## config.mk

```make
export PLATFORM = sky130hd
export DESIGN_NAME = wfd_wake_frame_detector
export DESIGN_NICKNAME = d
export VERILOG_FILES = /design/src/include/wfd_pkg.sv /design/src/hw/wfd_wake_frame_detector.sv
export SDC_FILE = /design/constraint.sdc
export NUM_CORES = 1
export LEC_CHECK = 0
export BUFFER_PORTS_ARGS = -buffer_cell sky130_fd_sc_hd__clkbuf_2
export CORE_ASPECT_RATIO = 1.5
export CORE_MARGIN = 4
export CORE_UTILIZATION = 31
export CTS_CLUSTER_DIAMETER = 100
export DETAILED_ROUTE_END_ITERATION = 8
export SETUP_SLACK_MARGIN = 0.02
export SYNTH_ARGS = -nofsm -noshare
export SYNTH_HDL_FRONTEND = slang
export SYNTH_SLANG_ARGS = --single-unit
```

## constraint.sdc

```tcl
create_clock -name mclk -period 8.07 [get_ports mclk]
set_clock_uncertainty 0.1 [all_clocks]
set_input_delay 0.4035 -clock mclk [delete_from_list [all_inputs] [get_ports mclk]]
set_output_delay 0.4035 -clock mclk [all_outputs]
set_load 0.02 [all_outputs]
```

## src/include/wfd_pkg.sv

```systemverilog
// Package: constants for the wake-frame detector
package wfd_pkg;
  // ----------------------------------------
  // Register map (wake registers in MMD device 31; interrupt register two at any device)
  // ----------------------------------------
  localparam logic [15:0] REG_INT_STATUS_TWO = 16'h0013;
  localparam logic [15:0] REG_WAKE_RX_CONFIG = 16'h04A0;
  localparam logic [15:0] REG_WAKE_RX_STATUS = 16'h04A1;
  localparam logic [4:0] MMD_DEVICE_VENDOR = 5'h1F;
  localparam logic [15:0] WAKE_CONFIG_RESET = 16'h0000;
  localparam logic [15:0] INT_TWO_RESET = 16'h0000;
  // ----------------------------------------
  // Field positions
  // ----------------------------------------
  localparam int CFG_ENABLE_BIT = 0;
  localparam int CFG_BCAST_BIT = 1;
  localparam int CFG_PWD_BIT = 2;
  localparam int CFG_PIN_LEVEL_BIT = 3;
  localparam int CFG_PIN_EN_BIT = 4;
  localparam int CFG_STAT_CLEAR_BIT = 5;
  localparam int STS_WAKE_BIT = 0;
  localparam int STS_BCAST_BIT = 1;
  localparam int STS_CRC_DROP_BIT = 2;
  localparam int INT2_WAKE_STATUS_BIT = 8;
  localparam int INT2_WAKE_ENABLE_BIT = 0;
  // ----------------------------------------
  // Sequence figures
  // ----------------------------------------
  localparam int SYNC_BYTES = 6;
  localparam logic [7:0] SYNC_VALUE = 8'hFF;
  localparam int ADDR_COPIES = 16;
  localparam int ADDR_BYTES = 6;
  localparam int PWD_BYTES = 6;
  localparam int DEST_BYTES = 6;
  localparam int PULSE_CYCLES = 8;
  typedef enum logic [2:0] {
    WFD_IDLE = 3'b000,
    WFD_SYNC = 3'b001,
    WFD_ADDR = 3'b011,
    WFD_PWD = 3'b010,
    WFD_DONE = 3'b110
  } wfd_state_t;
endpackage

```

## src/hw/wfd_wake_frame_detector.sv

```systemverilog
// Wake-frame detector: byte scanner, CRC gate, register file and wake pin
module wfd_wake_frame_detector #(
  parameter int PULSE_LEN = wfd_pkg::PULSE_CYCLES
) (
  input wire logic mclk,
  input wire logic rstn,
  input wire logic clkEn,
  input wire logic [47:0] stationAddr,
  input wire logic [47:0] wakePassword,
  input wire logic rxValid,
  input wire logic [7:0] rxByte,
  input wire logic rxStart,
  input wire logic rxEnd,
  input wire logic rxCrcOk,
  input wire logic regWrite,
  input wire logic regRead,
  input wire logic [4:0] regDevice,
  input wire logic [15:0] regAddr,
  input wire logic [15:0] regWdata,
  output logic [15:0] regRdata,
  output logic wakePin,
  output logic wakeIrq
);
  // ----------------------------------------
  // Registers
  // ----------------------------------------
  logic [15:0] cfg_q;
  logic intEn_q;
  logic intSts_q;
  logic stsWake_q;
  logic stsBcast_q;
  logic stsDrop_q;
  logic matchSeen_q;
  logic matchBcast_q;
  logic [2:0] destIdx_q;
  logic destOwn_q;
  logic destBcast_q;
  wfd_pkg::wfd_state_t state_q;
  logic [2:0] byteIdx_q;
  logic [3:0] copyIdx_q;
  logic frameEvent;
  logic wakeEvent;
  logic candidate;
  logic [7:0] addrByte;
  logic [7:0] pwdByte;
  logic [7:0] destByte;
  logic cfgWr;
  logic int2Rd;
  logic [7:0] pulseCnt_q;

  // Address bytes go out most significant first, as on the wire
  assign addrByte = stationAddr[8'(47 - 8 * byteIdx_q) -: 8];
  assign pwdByte = wakePassword[8'(47 - 8 * byteIdx_q) -: 8];
  assign destByte = stationAddr[8'(47 - 8 * destIdx_q) -: 8];
  // Only the vendor device reaches the wake registers; interrupt register two answers any device number
  assign cfgWr = regWrite && regDevice == wfd_pkg::MMD_DEVICE_VENDOR;
  assign int2Rd = regRead && regAddr == wfd_pkg::REG_INT_STATUS_TWO;
  assign candidate = cfg_q[wfd_pkg::CFG_ENABLE_BIT] &&
                     (destOwn_q || (destBcast_q && cfg_q[wfd_pkg::CFG_BCAST_BIT]));

  // ----------------------------------------
  // Destination address check
  // ----------------------------------------
  always_ff @(posedge mclk or negedge rstn) begin
    if (!rstn) begin
      destIdx_q <= 3'h0;
      destOwn_q <= 1'b0;
      destBcast_q <= 1'b0;
    end else if (clkEn) begin
      if (rxStart) begin
        destIdx_q <= 3'h0;
        destOwn_q <= 1'b1;
        destBcast_q <= 1'b1;
      end else if (rxValid && destIdx_q < 3'(wfd_pkg::DEST_BYTES)) begin
        destIdx_q <= destIdx_q + 3'h1;
        if (rxByte != destByte) destOwn_q <= 1'b0;
        if (rxByte != 8'hFF) destBcast_q <= 1'b0;
      end
    end
  end

  // ----------------------------------------
  // Sequence scanner
  // ----------------------------------------
  // Works on received bytes only, so line speed just changes byte spacing
  always_ff @(posedge mclk or negedge rstn) begin
    if (!rstn) begin
      state_q <= wfd_pkg::WFD_IDLE;
      byteIdx_q <= 3'h0;
      copyIdx_q <= 4'h0;
      matchSeen_q <= 1'b0;
    end else if (clkEn) begin
      if (rxStart) begin
        state_q <= wfd_pkg::WFD_SYNC;
        byteIdx_q <= 3'h0;
        copyIdx_q <= 4'h0;
        matchSeen_q <= 1'b0;
      end else if (rxValid && state_q != wfd_pkg::WFD_IDLE) begin
        case (state_q)
          wfd_pkg::WFD_SYNC: begin
            if (rxByte == wfd_pkg::SYNC_VALUE) begin
              if (byteIdx_q == 3'(wfd_pkg::SYNC_BYTES - 1)) begin
                state_q <= wfd_pkg::WFD_ADDR;
                byteIdx_q <= 3'h0;
                copyIdx_q <= 4'h0;
              end else begin
                byteIdx_q <= byteIdx_q + 3'h1;
              end
            end else begin
              byteIdx_q <= 3'h0;
            end
          end
          wfd_pkg::WFD_ADDR: begin
            if (rxByte == addrByte) begin
              if (byteIdx_q == 3'(wfd_pkg::ADDR_BYTES - 1)) begin
                byteIdx_q <= 3'h0;
                if (copyIdx_q == 4'(wfd_pkg::ADDR_COPIES - 1)) begin
                  if (cfg_q[wfd_pkg::CFG_PWD_BIT]) begin
                    state_q <= wfd_pkg::WFD_PWD;
                  end else begin
                    state_q <= wfd_pkg::WFD_DONE;
                    matchSeen_q <= 1'b1;
                  end
                end else begin
                  copyIdx_q <= copyIdx_q + 4'h1;
                end
              end else begin
                byteIdx_q <= byteIdx_q + 3'h1;
              end
            end else if (rxByte == wfd_pkg::SYNC_VALUE && copyIdx_q == 4'h0 &&
                         byteIdx_q == 3'h0) begin
              // A seventh 0xFF keeps the sync run alive
              byteIdx_q <= 3'h0;
            end else begin
              // Restart on this byte; an 0xFF counts as first sync byte
              state_q <= wfd_pkg::WFD_SYNC;
              byteIdx_q <= (rxByte == wfd_pkg::SYNC_VALUE) ? 3'h1 : 3'h0;
            end
          end
          wfd_pkg::WFD_PWD: begin
            if (rxByte == pwdByte) begin
              if (byteIdx_q == 3'(wfd_pkg::PWD_BYTES - 1)) begin
                state_q <= wfd_pkg::WFD_DONE;
                matchSeen_q <= 1'b1;
              end else begin
                byteIdx_q <= byteIdx_q + 3'h1;
              end
            end else begin
              state_q <= wfd_pkg::WFD_SYNC;
              byteIdx_q <= (rxByte == wfd_pkg::SYNC_VALUE) ? 3'h1 : 3'h0;
            end
          end
          wfd_pkg::WFD_DONE: begin
            state_q <= wfd_pkg::WFD_DONE;
          end
          default: begin
            state_q <= wfd_pkg::WFD_IDLE;
          end
        endcase
      end
    end
  end

  // Decision only at frame end, once CRC is known
  assign frameEvent = rxEnd && matchSeen_q && candidate;
  assign wakeEvent = frameEvent && rxCrcOk;

  // ----------------------------------------
  // Configuration and status registers
  // ----------------------------------------
  always_ff @(posedge mclk or negedge rstn) begin
    if (!rstn) begin
      cfg_q <= wfd_pkg::WAKE_CONFIG_RESET;
      intEn_q <= 1'b0;
    end else if (clkEn) begin
      if (cfgWr && regAddr == wfd_pkg::REG_WAKE_RX_CONFIG) cfg_q <= regWdata;
      if (regWrite && regAddr == wfd_pkg::REG_INT_STATUS_TWO) begin
        intEn_q <= regWdata[wfd_pkg::INT2_WAKE_ENABLE_BIT];
      end
    end
  end

  // Status is sticky; an event in the clearing cycle still lands
  always_ff @(posedge mclk or negedge rstn) begin
    if (!rstn) begin
      stsWake_q <= 1'b0;
      stsBcast_q <= 1'b0;
      stsDrop_q <= 1'b0;
    end else if (clkEn) begin
      if (cfgWr && regAddr == wfd_pkg::REG_WAKE_RX_CONFIG &&
          regWdata[wfd_pkg::CFG_STAT_CLEAR_BIT]) begin
        stsWake_q <= wakeEvent;
        stsBcast_q <= wakeEvent && !destOwn_q;
        stsDrop_q <= frameEvent && !rxCrcOk;
      end else begin
        if (wakeEvent) stsWake_q <= 1'b1;
        if (wakeEvent && !destOwn_q) stsBcast_q <= 1'b1;
        if (frameEvent && !rxCrcOk) stsDrop_q <= 1'b1;
      end
    end
  end

  // Interrupt flag clears on read of interrupt register two; set wins
  always_ff @(posedge mclk or negedge rstn) begin
    if (!rstn) begin
      intSts_q <= 1'b0;
      wakeIrq <= 1'b0;
    end else if (clkEn) begin
      if (wakeEvent) intSts_q <= 1'b1;
      else if (int2Rd) intSts_q <= 1'b0;
      wakeIrq <= (wakeEvent || (intSts_q && !int2Rd)) && intEn_q;
    end
  end

  // ----------------------------------------
  // Wake pin: pulse or level
  // ----------------------------------------
  always_ff @(posedge mclk or negedge rstn) begin
    if (!rstn) begin
      pulseCnt_q <= 8'h00;
      wakePin <= 1'b0;
    end else if (clkEn) begin
      if (!cfg_q[wfd_pkg::CFG_PIN_EN_BIT]) begin
        wakePin <= 1'b0;
        pulseCnt_q <= 8'h00;
      end else if (cfg_q[wfd_pkg::CFG_PIN_LEVEL_BIT]) begin
        // Level mode holds until software clears the wake status
        wakePin <= wakeEvent || stsWake_q;
      end else if (wakeEvent) begin
        pulseCnt_q <= 8'(PULSE_LEN - 1);
        wakePin <= 1'b1;
      end else if (pulseCnt_q != 8'h00) begin
        pulseCnt_q <= pulseCnt_q - 8'h01;
      end else begin
        wakePin <= 1'b0;
      end
    end
  end

  // ----------------------------------------
  // Read data
  // ----------------------------------------
  always_ff @(posedge mclk or negedge rstn) begin
    if (!rstn) begin
      regRdata <= 16'h0000;
    end else if (clkEn && regRead) begin
      regRdata <= 16'h0000;
      if (regAddr == wfd_pkg::REG_INT_STATUS_TWO) begin
        regRdata[wfd_pkg::INT2_WAKE_STATUS_BIT] <= intSts_q;
        regRdata[wfd_pkg::INT2_WAKE_ENABLE_BIT] <= intEn_q;
      end else if (regDevice == wfd_pkg::MMD_DEVICE_VENDOR) begin
        if (regAddr == wfd_pkg::REG_WAKE_RX_CONFIG) regRdata <= cfg_q;
        if (regAddr == wfd_pkg::REG_WAKE_RX_STATUS) begin
          regRdata[wfd_pkg::STS_WAKE_BIT] <= stsWake_q;
          regRdata[wfd_pkg::STS_BCAST_BIT] <= stsBcast_q;
          regRdata[wfd_pkg::STS_CRC_DROP_BIT] <= stsDrop_q;
        end
      end
    end
  end
endmodule

```

After elaboration in Yosys (flattened, before gate mapping):

Cells that the tools add are included.

* register bits after elaboration: 63
* bits of input ports: 150
* output and inout port bits: 18
* word-level logic and storage cells: 184

* add/subtract/negate cells: 6
* $lt $le $gt $ge: 1
* equal/unequal tests: 32
* shift-type cells: 3
* muxes and demuxes: 70
* reduce and logical (&&, ||, !) cells: 55

Operator list (number)
* $shiftx A55 B9 Y8: 3
* $mux W3: 21
* $eq A16 B11 Y1 const B: 2
* $mux W16: 2
* $mux W8: 4
* $mux W1: 30
* $mux W4: 7
* $ne A3 B3 Y1 const B: 9
* $ne A4 B4 Y1 const B: 6
* $logic_and A1 B1 Y1: 19
* $eq A16 B5 Y1 const B: 1
* $eq A8 B8 Y1: 2
* $reduce_and A2 Y1: 8
* $reduce_and A8 Y1: 2
* $reduce_bool A2 Y1: 8
* $mux W7: 2
* $sub A6 B6 Y7 const A: 2
* $pmux W3 S4: 1
* $pmux W3 S3: 1
* $reduce_and A3 Y1: 3
* $reduce_and A9 Y1: 1
* $reduce_bool A3 Y1: 3
* $eq A8 B8 Y1 const B: 1
* $ne A8 B8 Y1: 1
* 21 further kinds: 28

Depth between registers and ports, before layout:

Gate-level depths: netlist of run 1.

* word-level depth: 8
* gate-level depth with buffers: 12

Least setup slack after synthesis of run 1:

No wires, ideal clock.

* path kind: flip-flop to flip-flop
* start: register byteIdx_q[1]
* end: register state_q[1]
* setup time: 0.128 ns
* data arrival time: 3.271 ns
* setup slack: 4.572 ns
* stages on the path, launching flop included: 11
* buffers on the path: 1
* clock period less this slack: 3.498 ns
* cell sequence: dfrtp_1 > ha_1 > or4b_1 > buf_2 > o22a_1 > and3_4 > nor4b_2 > nand4_2 > mux2_4 > a221oi_2 > mux2_1

* longest elaborated chain between the ends: 7
* elaborated cells on any way between the ends: 19

Ends and longest elaborated chain
* start, declared: RTL line wfd_wake_frame_detector.sv:39 `logic [2:0] byteIdx_q;`
* start signal, assigned: RTL line wfd_wake_frame_detector.sv:107 `byteIdx_q <= byteIdx_q + 3'h1;`
* start signal, assigned: RTL line wfd_wake_frame_detector.sv:128 `byteIdx_q <= byteIdx_q + 3'h1;`
* start signal, assigned: RTL line wfd_wake_frame_detector.sv:137 `byteIdx_q <= (rxByte == wfd_pkg::SYNC_VALUE) ? 3'h1 : 3'h0;`
* $sub A6 B6 Y7: RTL line wfd_wake_frame_detector.sv:52, wfd_wake_frame_detector.sv:53
* $shiftx A55 B9 Y8 (on tied branches): RTL line wfd_wake_frame_detector.sv:53, wfd_wake_frame_detector.sv:52
* $eq A8 B8 Y1 (on tied branches): RTL line wfd_wake_frame_detector.sv:141, wfd_wake_frame_detector.sv:114
* $mux W3 (on tied branches): RTL line wfd_wake_frame_detector.sv:141, wfd_wake_frame_detector.sv:114
* $pmux W3 S4: RTL line wfd_wake_frame_detector.sv:99 `case (state_q)`
* $mux W3: RTL line wfd_wake_frame_detector.sv:98 `end else if (rxValid && state_q != wfd_pkg::WFD_IDLE) begin`
* $mux W3: RTL line wfd_wake_frame_detector.sv:93 `if (rxStart) begin`
* end signal, assigned: RTL line wfd_wake_frame_detector.sv:94 `state_q <= wfd_pkg::WFD_SYNC;`
* end signal, assigned: RTL line wfd_wake_frame_detector.sv:103 `state_q <= wfd_pkg::WFD_ADDR;`
* end signal, assigned: RTL line wfd_wake_frame_detector.sv:143 `state_q <= wfd_pkg::WFD_DONE;`
* end, declared: RTL line wfd_wake_frame_detector.sv:38 `wfd_pkg::wfd_state_t state_q;`

Several ways; a longest one is shown, not always the timed one. The select of a mux whose other input is x is not followed.
A chain may end at the register's enable or synchronous reset.

Final worst setup path of run 1:

Same ends and word-level chain as after synthesis.

==> results.txt, run 1 <==
The fraction of the cycle the final worst path needs came out at between 50% and 60%. The count of flip-flops with a built-in enable after synthesis is 0. The area taken by flip-flops and latches came out at about 0.0016 mm^2. STA classifies the critical path startpoint as a flop. The number of resized instances in the post-cts repair step is 0. The share of cells above drive strength 1 is 36.12%. The power per cell area came out at between 150 and 200 mW/mm^2.

The post-detailed-route count of antenna-violating nets is 0. Hold repair after CTS inserted 0 buffers. For this block, the initial DRC count from the detailed router was slightly above 300. Along the worst path, the maximum fanout reaches 19. The wire length per cell after detailed routing came out at approximately 15 um. The net switching component of the power came out at 0.0003148 W. sky130_fd_sc_hd__dfrtp_1 takes more of the synthesized area than any other cell. The I/O pin count came out at approximately 170.

CTS saw 63 sinks. Detailed placement ended at an HPWL of approximately 11000 um. Yosys printed 0 warnings. The clock network latency to the later pin of the worst-skew pair is roughly 330 ps. The placeable core region came out at 0.01563 mm^2. Synthesis produced a netlist whose cell count is approximately 550. The number of global-route vias before repair is a little under 5000. The power share of the clock group is between 30% and 40%. The mapped netlist covers 0.004945 mm^2.

The height of the die is approximately 160 um. In this run the horizontal extent of the chip is about 110 um. The number of violations of the max-capacitance limit came out at 0. The remaining design rule violation count came out at 0.

Derived from the worst setup path, the maximum achievable clock frequency is around 0.23 GHz. The static leakage came out at around 2.8 nW. The final net count came out at between 800 and 900. The fraction of post-synthesis cell area in the top cell type by area came out at between 30% and 40%.

The register share of total power came out at between 30% and 40%. The row count is 56. In the final timing run, aggregate negative setup slack is 0 ps.

Walking the worst path, the cells encountered are ha_1, buf_4, and4bb_2, nand2_1, and3_4, nor4b_2, nand4_2, mux2_4, a221oi_2, mux2_1. The slew at the pin closest to its max-slew limit is 1053 ps. Entering global routing, the biggest net connects 64 pins. By startpoint and endpoint, the worst setup path is classified as reg2reg.

The footprint of the multi-input gates came out at 0.003171 mm^2. The number of inserted diodes came out at 0. The part of the Yosys area used for sequential elements is 31.88%. The critical path buffer and inverter count is 1.

The count of state elements after synthesis is 63. The total count of max-transition violations in the final report came out at 0. The count of input and output buffers came out at roughly 170. For the finished layout, the period the worst path requires is between 4000 and 5000 ps. The type of the tightest min-delay check is in2async.

Across all layers, the routed design uses between 4000 and 5000 vias. The number of iterations in the first detailed-routing pass is 4. Setup repair after global routing left no endpoint under its margin. The H-tree was split into 3 levels.

The total congestion overflow after global routing is 0. For the worst setup path, the data arrival time is roughly 4500 ps. By count the netlist is led by sky130_fd_sc_hd__nand2_1 (73), sky130_fd_sc_hd__dfrtp_1 (63), sky130_fd_sc_hd__mux2i_1 (43). Among all cell types in the netlist, the one instantiated most often is sky130_fd_sc_hd__nand2_1. TritonCTS built the clock tree. Buffers added to address setup during post-CTS repair amount to 0. The first-pass GRT wire length came out at 23110 um. The detailed-route wire length is approximately 14000 um. The TritonCTS buffer count is 9. Ranked by total cell area, the synthesized netlist is headed by sky130_fd_sc_hd__dfrtp_1 (32%), sky130_fd_sc_hd__mux2i_1 (8.7%), sky130_fd_sc_hd__mux2_2 (8.0%). The final count of hold timing violations came to 0.

The die area came out at roughly 0.018 mm^2. The synthesized net count came out at ~710. The kind of cell with the highest combined delay along the critical path is simple AND/OR/NAND/NOR gates.

The number of vias per cell came out at 5.338. Of the total power, combinational logic draws between 20% and 30%. The initial core utilization came out at approximately a third.

The area growth from synthesis to layout is 26.16%. The buffer depth of the longest clock path is 2. The clock root buffer master is sky130_fd_sc_hd__clkbuf_16.

Counting the fill cells in the layout gives 1584. The clock edge transition at the registers on the reported setup and hold paths is ~60 ps. The congestion estimate from routability-driven global placement came to between 0.8 and 0.9. The worst pin sits at a relative slew slack of between 20 and 30%.

The cell-internal power came out at 0.0007095 W. The synthesized netlist contains 69 unique library cells. The proportion of synthesized flip-flops having asynchronous set or reset is between 90% and 100%. The delay of the slowest cell on the worst path is approximately 700 ps.

The initial antenna violation count is 0. The required time at the worst-slack endpoint came out at 8170 ps. The slowest stage of the critical path belongs to the cell sky130_fd_sc_hd__ha_1.

Measured on the finished design, the core utilization comes to between 30% and 40%. Each instance of the synthesized netlist takes up on average around 9.0 um^2. The most used flip-flop cell after synthesis is sky130_fd_sc_hd__dfrtp_1. The total routing resource utilization after global routing came out at 15.15%. The run finished with clean final reports.

STA classifies the critical path endpoint as a flop. The switching part of the total power is 30.73%. The count of final setup violators came out at 0. The maximum vdd drop came out at 105.0 uV.
[power by group through the flow]
stage | Sequential [W] | Combinational (W) | Clock [W]
floorplan | 0.000344 | 0.000197 | 0
global placement | 0.000365 | 0.000269 | 0
detailed placement | 0.000365 | 0.000270 | 0
CTS | 0.000359 | 0.000271 | 0.000402
global route | 0.000363 | 0.000299 | 0.000418
finish | 0.000360 | 0.000271 | 0.000393
[stage by stage]
stage	power, W	cells	instance area (um^2)	hold WS, ps	setup WS, ps
floorplan	0.0005409	551	4945	7.909	4572
global placement	0.0006342	893	5931	362.7	3777
detailed placement	0.0006349	893	5931	370.9	3687
CTS	0.001032	909	6238	194.5	3677
global route	0.001081	909	6238	209.1	3452
finish	0.001024	909	6238	166.0	3693
[area by class of cell]
class                   instances  share of cell area, %
clock buffers                  10                  3.831
clock inverters                 6                  1.103
inverters                      19                  1.143
multi-input cells             438                  50.82
flip-flops and latches         63                  25.27
well taps                     203                  4.071
repair buffers                170                  13.76
[cells in the final DEF, fill, tap and decap left out, drive strengths merged, types with 6 or more instances in the layout]
cell type,count
a21oi,31
a22oi,10
and3,10
clkbuf,177
dfrtp,63
ha,11
inv,18
mux2,37
mux2i,43
mux4,8
nand2,73
nand3,18
nor2,39
nor2b,6
nor3,7
o21ai,32
o22a,12
o32ai,6
or3,7
xor2,7
[cells by family after synthesis]
logic type	synth area share, %
compound gates	17.79
xor+xnor	1.417
fa+ha+maj	2.783
buf+inv	3.998
flops	31.88
mux	20.85
simple gates	21.28
[flip-flops by register name, indices dropped and copies added, names as in the netlist, 3 cells and up]
name and flops:
cfg_q 16, regRdata 16, pulseCnt_q 8, copyIdx_q 4, byteIdx_q 3, destIdx_q 3, state_q 3
[path summary, 6_finish.rpt]
path / startpoint / end / slack (ps) / cells after the start
hold / removal: rstn / regRdata[10] / 170 / 2
setup reg to reg: byteIdx_q[1] / state_q[1] / 3690 / 10
hold reg to reg: regRdata[0] / regRdata[0] / 370 / 2
min in group mclk: regWdata[3] / cfg_q[3] / 200 / 3
max in group asynchronous: rstn / pulseCnt_q[3] / 7170 / 2
setup / recovery: byteIdx_q[1] / state_q[1] / 3690 / 10
[per-layer routing]
metal  global-route usage (%)  wire (um)  share of wire (%)  vias to the layer above
li1                         -          -                  -                     2368
met3                    3.086       1007                7.2                       23
met1                    18.83       5962                 43                     2252
met2                    26.16       6705                 48                      209
met4                    5.313        288                2.1                        0
met5                        0          0                  0                        -
Power figures use the tool's default switching activity.
==> run 2, diff against run 1 <==
==> constraint.sdc (replaced) <==
create_clock -name mclk -period 3.7 [get_ports mclk]
set_clock_uncertainty 0.1 [all_clocks]
set_input_delay 0.185 -clock mclk [delete_from_list [all_inputs] [get_ports mclk]]
set_output_delay 0.185 -clock mclk [all_outputs]
set_load 0.02 [all_outputs]
==> results.txt, run 2 (synthesis results as in run 1) <==
The critical path data arrival time is 3660 ps (-820 ps). The static leakage came out at 2.910 nW (+4.3%). The remaining design rule violation count is 0 (unchanged).

The largest registers in the layout are cfg_q: 16 flops, regRdata: 16 flops, pulseCnt_q: 8 flops. The area growth from synthesis to layout came out at 31.68%. The maximum number of pins on one net before global-route repair came to 33 (-48%). The instance area after placement was 0.006041 mm^2 (+1.9%).

The initial antenna violation count is 0 (unchanged). The slew at the pin closest to its max-slew limit is 883.3 ps (-170.1 ps). The clock edge transition at the registers on the reported setup and hold paths came out at 60 ps (about the same). The sum of internal, switching and leakage power came out at 0.002235 W (+120%). The total of fill cells in the finished design was 1592 (+0.51%). TritonCTS built the clock tree.

The total routing resource utilization after global routing came to 15.85% (+0.70 points). The TritonCTS buffer count came to 9 (unchanged). The end point of the worst hold path is cfg_q[0]. The final count of hold timing violations came to 0 (unchanged). The placeable core region is 0.01563 mm^2 (unchanged). The die area was 0.01808 mm^2 (unchanged).

The worst-case headroom to the max-slew limit was 40.97% (+12 points). The number of DRC markers after the initial detailed-route iteration came out at 284 (-6.9%). The detailed-route wire length is 14310 um (+2.5%). The run finished with clean final reports. The fraction of the cycle the final worst path needs came out at 95.99% (+42 points). The depth of the most critical reg-to-reg path is 9 (-1). The area of all placed cells without fillers is 0.006511 mm^2 (+4.4%). The count of buffers added by post-CTS timing repair for setup came out at 0 (unchanged).

The number of iterations in the first detailed-routing pass came to 5 (+1). The number of violations of the max-capacitance limit came out at 0 (unchanged). The die extent in x came out at 111.1 um (unchanged).

In this run the clock root is driven by a sky130_fd_sc_hd__clkbuf_16. The number of inserted diodes was 0 (unchanged). The clock network latency to the later pin of the worst-skew pair came out at 330 ps (about the same).

The final design utilization is 41.67% (+1.7 points). The I/O pin count was 168 (unchanged). The count of final setup violators is 0 (unchanged). The post-detailed-route count of antenna-violating nets came out at 0 (unchanged). The total count of max-transition violations in the final report is 0 (unchanged).

The minimum clock period was 3552 ps (-825.0 ps). The buffer depth of the longest clock path is 2 (unchanged). The worst setup path is captured at a flop.

The type of the tightest min-delay check is in2reg. The maximum fanout count along the critical path was 9 (-10). The worst register-to-register path ends at state_q[1]. Leaving out fill and tap cells, the most frequent cell in the layout is sky130_fd_sc_hd__clkbuf_2.

The number of vias per cell is 5.165 (-3.2%). The critical path is of the reg2reg type. The count of input and output buffers is 167 (unchanged). The number of levels in the clock H-tree came out at 3 (unchanged). The maximum operating frequency was 0.2816 GHz (+23%). The half-perimeter wire length after placement is 11360 um (+2.8%). The required time at the worst-slack endpoint is 3800 ps (-4370 ps). Setup repair after global routing left no endpoint under its margin. The sum of negative setup slack is 0 ps (unchanged). The final net count is 890 (+3.2%). The share of cells above drive strength 1 is 36.92% (+0.80 points). The initial core utilization came out at 31.65% (unchanged). The number of global-route vias before repair is 4992 (+3.3%). In this run the critical register-to-register path is launched from byteIdx_q[2]. The area taken by flip-flops and latches came out at 0.001577 mm^2 (unchanged). The total congestion overflow after global routing came out at 0 (unchanged). The footprint of the multi-input gates is 0.003192 mm^2 (+0.67%). The row count is 56 (unchanged). The final weighted congestion in routability-driven placement is 0.8657 (+1.4%). The via count of the routed design is 4840 (-0.25%). The startpoint identified for the worst hold timing path is regWdata[0]. The first-pass GRT wire length is 23890 um (+3.4%). The library cells used most frequently in the layout, excluding fill and tap cells, are sky130_fd_sc_hd__clkbuf_2 (167), sky130_fd_sc_hd__nand2_1 (73), sky130_fd_sc_hd__dfrtp_1 (63). The worst hold path stage count came out at 2. The reg-to-reg setup timing slack was 150 ps (-3540 ps). The height of the die came out at 162.7 um (unchanged).

The wire length per cell after detailed routing is 15.27 um (-0.58%). The worst setup path is launched from a flop. The power per cell area was 343.3 mW/mm^2 (+110%). The number of sinks on the clock net is 63 (unchanged). The maximum vdd drop came to 242.0 uV (+130%).
-- run 2: power by group --
group	switching (W)	total [W]	internal, W
clock network	0.000315	0.000836	0.000520
logic	0.000316	0.000621	0.000305
registers	0.0000573	0.000779	0.000721
-- run 2: cell type report --
| cell class | count | share of cell area (%) |
|---|---|---|
| well taps | 203 | 3.901 |
| multi-input cells | 438 | 49.02 |
| clock buffers | 9 | 3.459 |
| clock inverters | 7 | 1.134 |
| inverters | 19 | 1.095 |
| flip-flops and latches | 63 | 24.21 |
| repair buffers | 198 | 17.18 |
-- run 2: critical path, cell delays in order, from the launching register on --
cell                       delay, ps
sky130_fd_sc_hd__dfrtp_1         460
sky130_fd_sc_hd__ha_1            250
sky130_fd_sc_hd__or4b_4          620
sky130_fd_sc_hd__o22a_1          260
sky130_fd_sc_hd__and3_4          180
sky130_fd_sc_hd__nor4b_2         300
sky130_fd_sc_hd__nand4_2         170
sky130_fd_sc_hd__mux2_4          340
sky130_fd_sc_hd__a221oi_2        360
sky130_fd_sc_hd__mux2_1          370
-- run 2: what timing repair did --
action / CTS / global route
setup endpoints to repair: 0 / 6
resized for setup: 0 / 5
endpoints found under the hold margin: 43 / 0
hold buffers: 15 / 0
-- run 2: how the worst max path moves through the flow --
stage	start	to	slack [ps]
global placement	byteIdx_q[2]	state_q[1]	150
floorplan	byteIdx_q[1]	state_q[1]	200
finish	byteIdx_q[2]	state_q[1]	150
CTS	byteIdx_q[2]	state_q[1]	70
global route	byteIdx_q[2]	matchSeen_q	40
detailed placement	byteIdx_q[2]	state_q[1]	90
-- run 2: per-layer routing --
metal	routed length (um)	part of all wire (%)	global-route usage (%)
met5	0	0	0
met4	234	1.6	5.645
met3	1026	7.2	3.792
met2	6928	48	27.38
met1	6122	43	19.31
-- run 2: per-stage QoR --
stage	setup slack, ps	hold WS (ps)	instances
3_3_place_gp	147.3	196.1	906
2_1_floorplan	201.6	-210.6	551
6_report	148.5	35.33	937
5_1_grt	37.42	29.10	937
4_1_cts	68.51	22.85	937
3_5_place_dp	86.67	194.0	906
==> run 3, diff against run 2 <==
==> constraint.sdc (replaced) <==
create_clock -name mclk -period 4.45 [get_ports mclk]
set_clock_uncertainty 0.1 [all_clocks]
set_input_delay 0.2225 -clock mclk [delete_from_list [all_inputs] [get_ports mclk]]
set_output_delay 0.2225 -clock mclk [all_outputs]
set_load 0.02 [all_outputs]
==> results.txt, run 3 (synthesis results as in run 1) <==
The number of sinks on the clock net came out at 63 (unchanged). The critical path data arrival time is 4040 ps (+380 ps). The final critical-path setup slack is 520.9 ps (+372.4 ps). The die area is 0.01808 mm^2 (unchanged). The global-route met3 utilization is 3.643% (-0.15 points).

The instance area after placement is 0.005968 mm^2 (-1.2%). The initial core utilization is 31.65% (unchanged). The first-pass GRT wire length came out at 23650 um (-0.98%). The number of non-filler instances in the completed layout is 914 (-2.5%). The number of resized instances in the post-cts repair step is 0 (unchanged). The minimum clock period is 3929 ps (+377.6 ps). The detailed-route wire length is 14150 um (-1.1%).

The slew at the pin closest to its max-slew limit came to 1044 ps (+160.5 ps). The static leakage came out at 2.825 nW (-2.9%). The run finished, with violations left. The I/O pin count came to 168 (unchanged). The total of fill cells in the finished design came out at 1616 (+1.5%).

The global-route met1 utilization is 18.75% (-0.57 points). The buffer depth of the longest clock path came to 2 (unchanged). The maximum fanout count along the critical path came out at 9 (unchanged). The final count of hold timing violations is 40 (+40). The footprint of the multi-input gates is 0.003171 mm^2 (-0.67%).

The clock root buffer master is sky130_fd_sc_hd__clkbuf_16. The count of buffers added by post-CTS timing repair for setup is 0 (unchanged). The cell-internal power was 0.001335 W (-14%). The half-perimeter wire length after placement is 11320 um (-0.34%). The area of all placed cells without fillers was 0.006296 mm^2 (-3.3%).

In the final layout, the registers with the most flip-flops are cfg_q: 16 flops, regRdata: 16 flops, pulseCnt_q: 8 flops. The maximum vdd drop is 181.5 uV (-25%). The clock edge transition at the registers on the reported setup and hold paths came out at 60 ps (about the same).

The sum of internal, switching and leakage power is 0.001917 W (-14%). Setup repair after global routing left no endpoint under its margin. The total congestion overflow after global routing is 0 (unchanged).

The count of input and output buffers is 167 (unchanged). The remaining design rule violation count is 0 (unchanged). The clock network latency to the later pin of the worst-skew pair came out at 330 ps (about the same).

The wire length per cell after detailed routing came to 15.48 um (+1.3%). The most common library cell in the layout ignoring fill and taps is sky130_fd_sc_hd__clkbuf_2. The power share of the clock group is 40.3% (+2.9 points). The number of hold buffers added after CTS is 0 (-15).

The total placed cells including tap cells is 898 (-0.88%). The register share of total power came out at 33.8% (-1.0 points). The height of the die was 162.7 um (unchanged). The worst slack at placement came out at 545.3 ps (+458.7 ps). The maximum operating frequency is 0.2545 GHz (-9.6%). The total routing resource utilization after global routing came to 15.73% (-0.13 points). The switching part of the total power is 30.38% (-0.42 points). The number of inserted diodes came out at 0 (unchanged). The power per cell area is 304.5 mW/mm^2 (-11%). The worst setup path is captured at a flop. The placeable core region came out at 0.01563 mm^2 (unchanged). The die extent in x came out at 111.1 um (unchanged).

The number of violations of the max-capacitance limit came out at 0 (unchanged). The row count is 56 (unchanged). The share of cells above drive strength 1 is 36.57% (-0.35 points). The critical path is of the reg2reg type.

The via count of the routed design came out at 4850 (+0.21%). The top cell types in the final layout, fill and taps aside, are sky130_fd_sc_hd__clkbuf_2 (167), sky130_fd_sc_hd__nand2_1 (73), sky130_fd_sc_hd__dfrtp_1 (63). The initial antenna violation count is 0 (unchanged). The number of global-route vias before repair came out at 5090 (+2.0%). The startpoint type of the worst setup path is a flop. The number of vias per cell is 5.306 (+2.7%). The total count of max-transition violations in the final report was 0 (unchanged).

The combinational fraction of design power came to 25.8% (-2.0 points). The maximum number of pins on one net before global-route repair is 42 (+27%). The number of levels in the clock H-tree is 3 (unchanged).

TritonCTS built the clock tree. The fraction of the cycle the final worst path needs is 88.29% (-7.7 points). The area growth from synthesis to layout is 27.33%. The final weighted congestion in routability-driven placement was 0.8363 (-3.4%).

The tightest min-delay check is of the in2async type. The worst-case headroom to the max-slew limit is 30.41% (-11 points). The worst hold slack came out at -32.93 ps (-68.26 ps). The final net count came to 867 (-2.6%).

The net switching component of the power was 0.0005824 W (-15%). The number of iterations in the first detailed-routing pass was 4 (-1). The met2 layer usage reported by global route was 27.82% (+0.44 points). The checks that failed: negative hold slack.

The highest-utilization routing layer at the global route stage is met2. The count of final setup violators is 0 (unchanged). The required time at the worst-slack endpoint came out at 4560 ps (+760 ps). The post-detailed-route count of antenna-violating nets is 0 (unchanged).

The number of DRC markers after the initial detailed-route iteration is 310 (+9.2%). The area taken by flip-flops and latches is 0.001577 mm^2 (unchanged). The TritonCTS buffer count came to 9 (unchanged). The sum of negative setup slack is 0 ps (unchanged).
[run 3: cell count changes in the layout (fill, tap and decap cells not counted), moves of 3 or more]
| cell | delta |
|---|---|
| sky130_fd_sc_hd__dlygate4sd3_1 | -15 |
| sky130_fd_sc_hd__buf_4 | -7 |
| sky130_fd_sc_hd__inv_6 | +4 |
| sky130_fd_sc_hd__clkinvlp_4 | -3 |
[run 3: path summary, 6_finish.rpt]
path,startpoint,to,slack (ps),cells past startpoint
max,byteIdx_q[1],state_q[1],520,9
min,rstn,cfg_q[8],-30,1
max reg2reg,byteIdx_q[1],state_q[1],520,9
min reg2reg,regRdata[12],regRdata[12],380,2
max in group asynchronous,rstn,pulseCnt_q[1],3390,2
min in group mclk,regWdata[3],cfg_q[3],20,3
[run 3: area by class of cell]
cell class,instances,area share [%]
repair buffers,175,14.23
clock inverters,7,1.630
multi-input cells,438,50.36
flip-flops and latches,63,25.04
inverters,19,1.133
well taps,203,4.034
clock buffers,9,3.577
[run 3: per-layer routing]
layer,share of wire (%),wire length [um]
met1,42,5956
met2,49,6900
met4,2.0,278
met5,0,0
met3,7.2,1012
[run 3: critical path, stage by stage (launching register included)]
cell and delay [ps]:
sky130_fd_sc_hd__dfrtp_1 440, sky130_fd_sc_hd__ha_1 310, sky130_fd_sc_hd__or4b_1 730, sky130_fd_sc_hd__o22a_1 300, sky130_fd_sc_hd__and3_1 180, sky130_fd_sc_hd__nor4b_2 300, sky130_fd_sc_hd__nand4_2 310, sky130_fd_sc_hd__mux2_4 410
sky130_fd_sc_hd__a221oi_2 360, sky130_fd_sc_hd__mux2_1 360
[run 3: through the flow]
step | util (%) | hold WS (ps)
finish | 40.29 | -32.93
global route | 40.29 | 18.98
CTS | 40.29 | 7.787
detailed placement | 38.20 | 355.6
global placement | 38.20 | 353.9
floorplan | - | -173.1
[run 3: power by group through the flow]
stage	clock, W	combinational, W	sequential, W
6_report	0.000773	0.000495	0.000649
2_1_floorplan	0	0.000357	0.000624
3_5_place_dp	0	0.000493	0.000658
4_1_cts	0.000787	0.000496	0.000648
3_3_place_gp	0	0.000494	0.000658
5_1_grt	0.000819	0.000549	0.000654
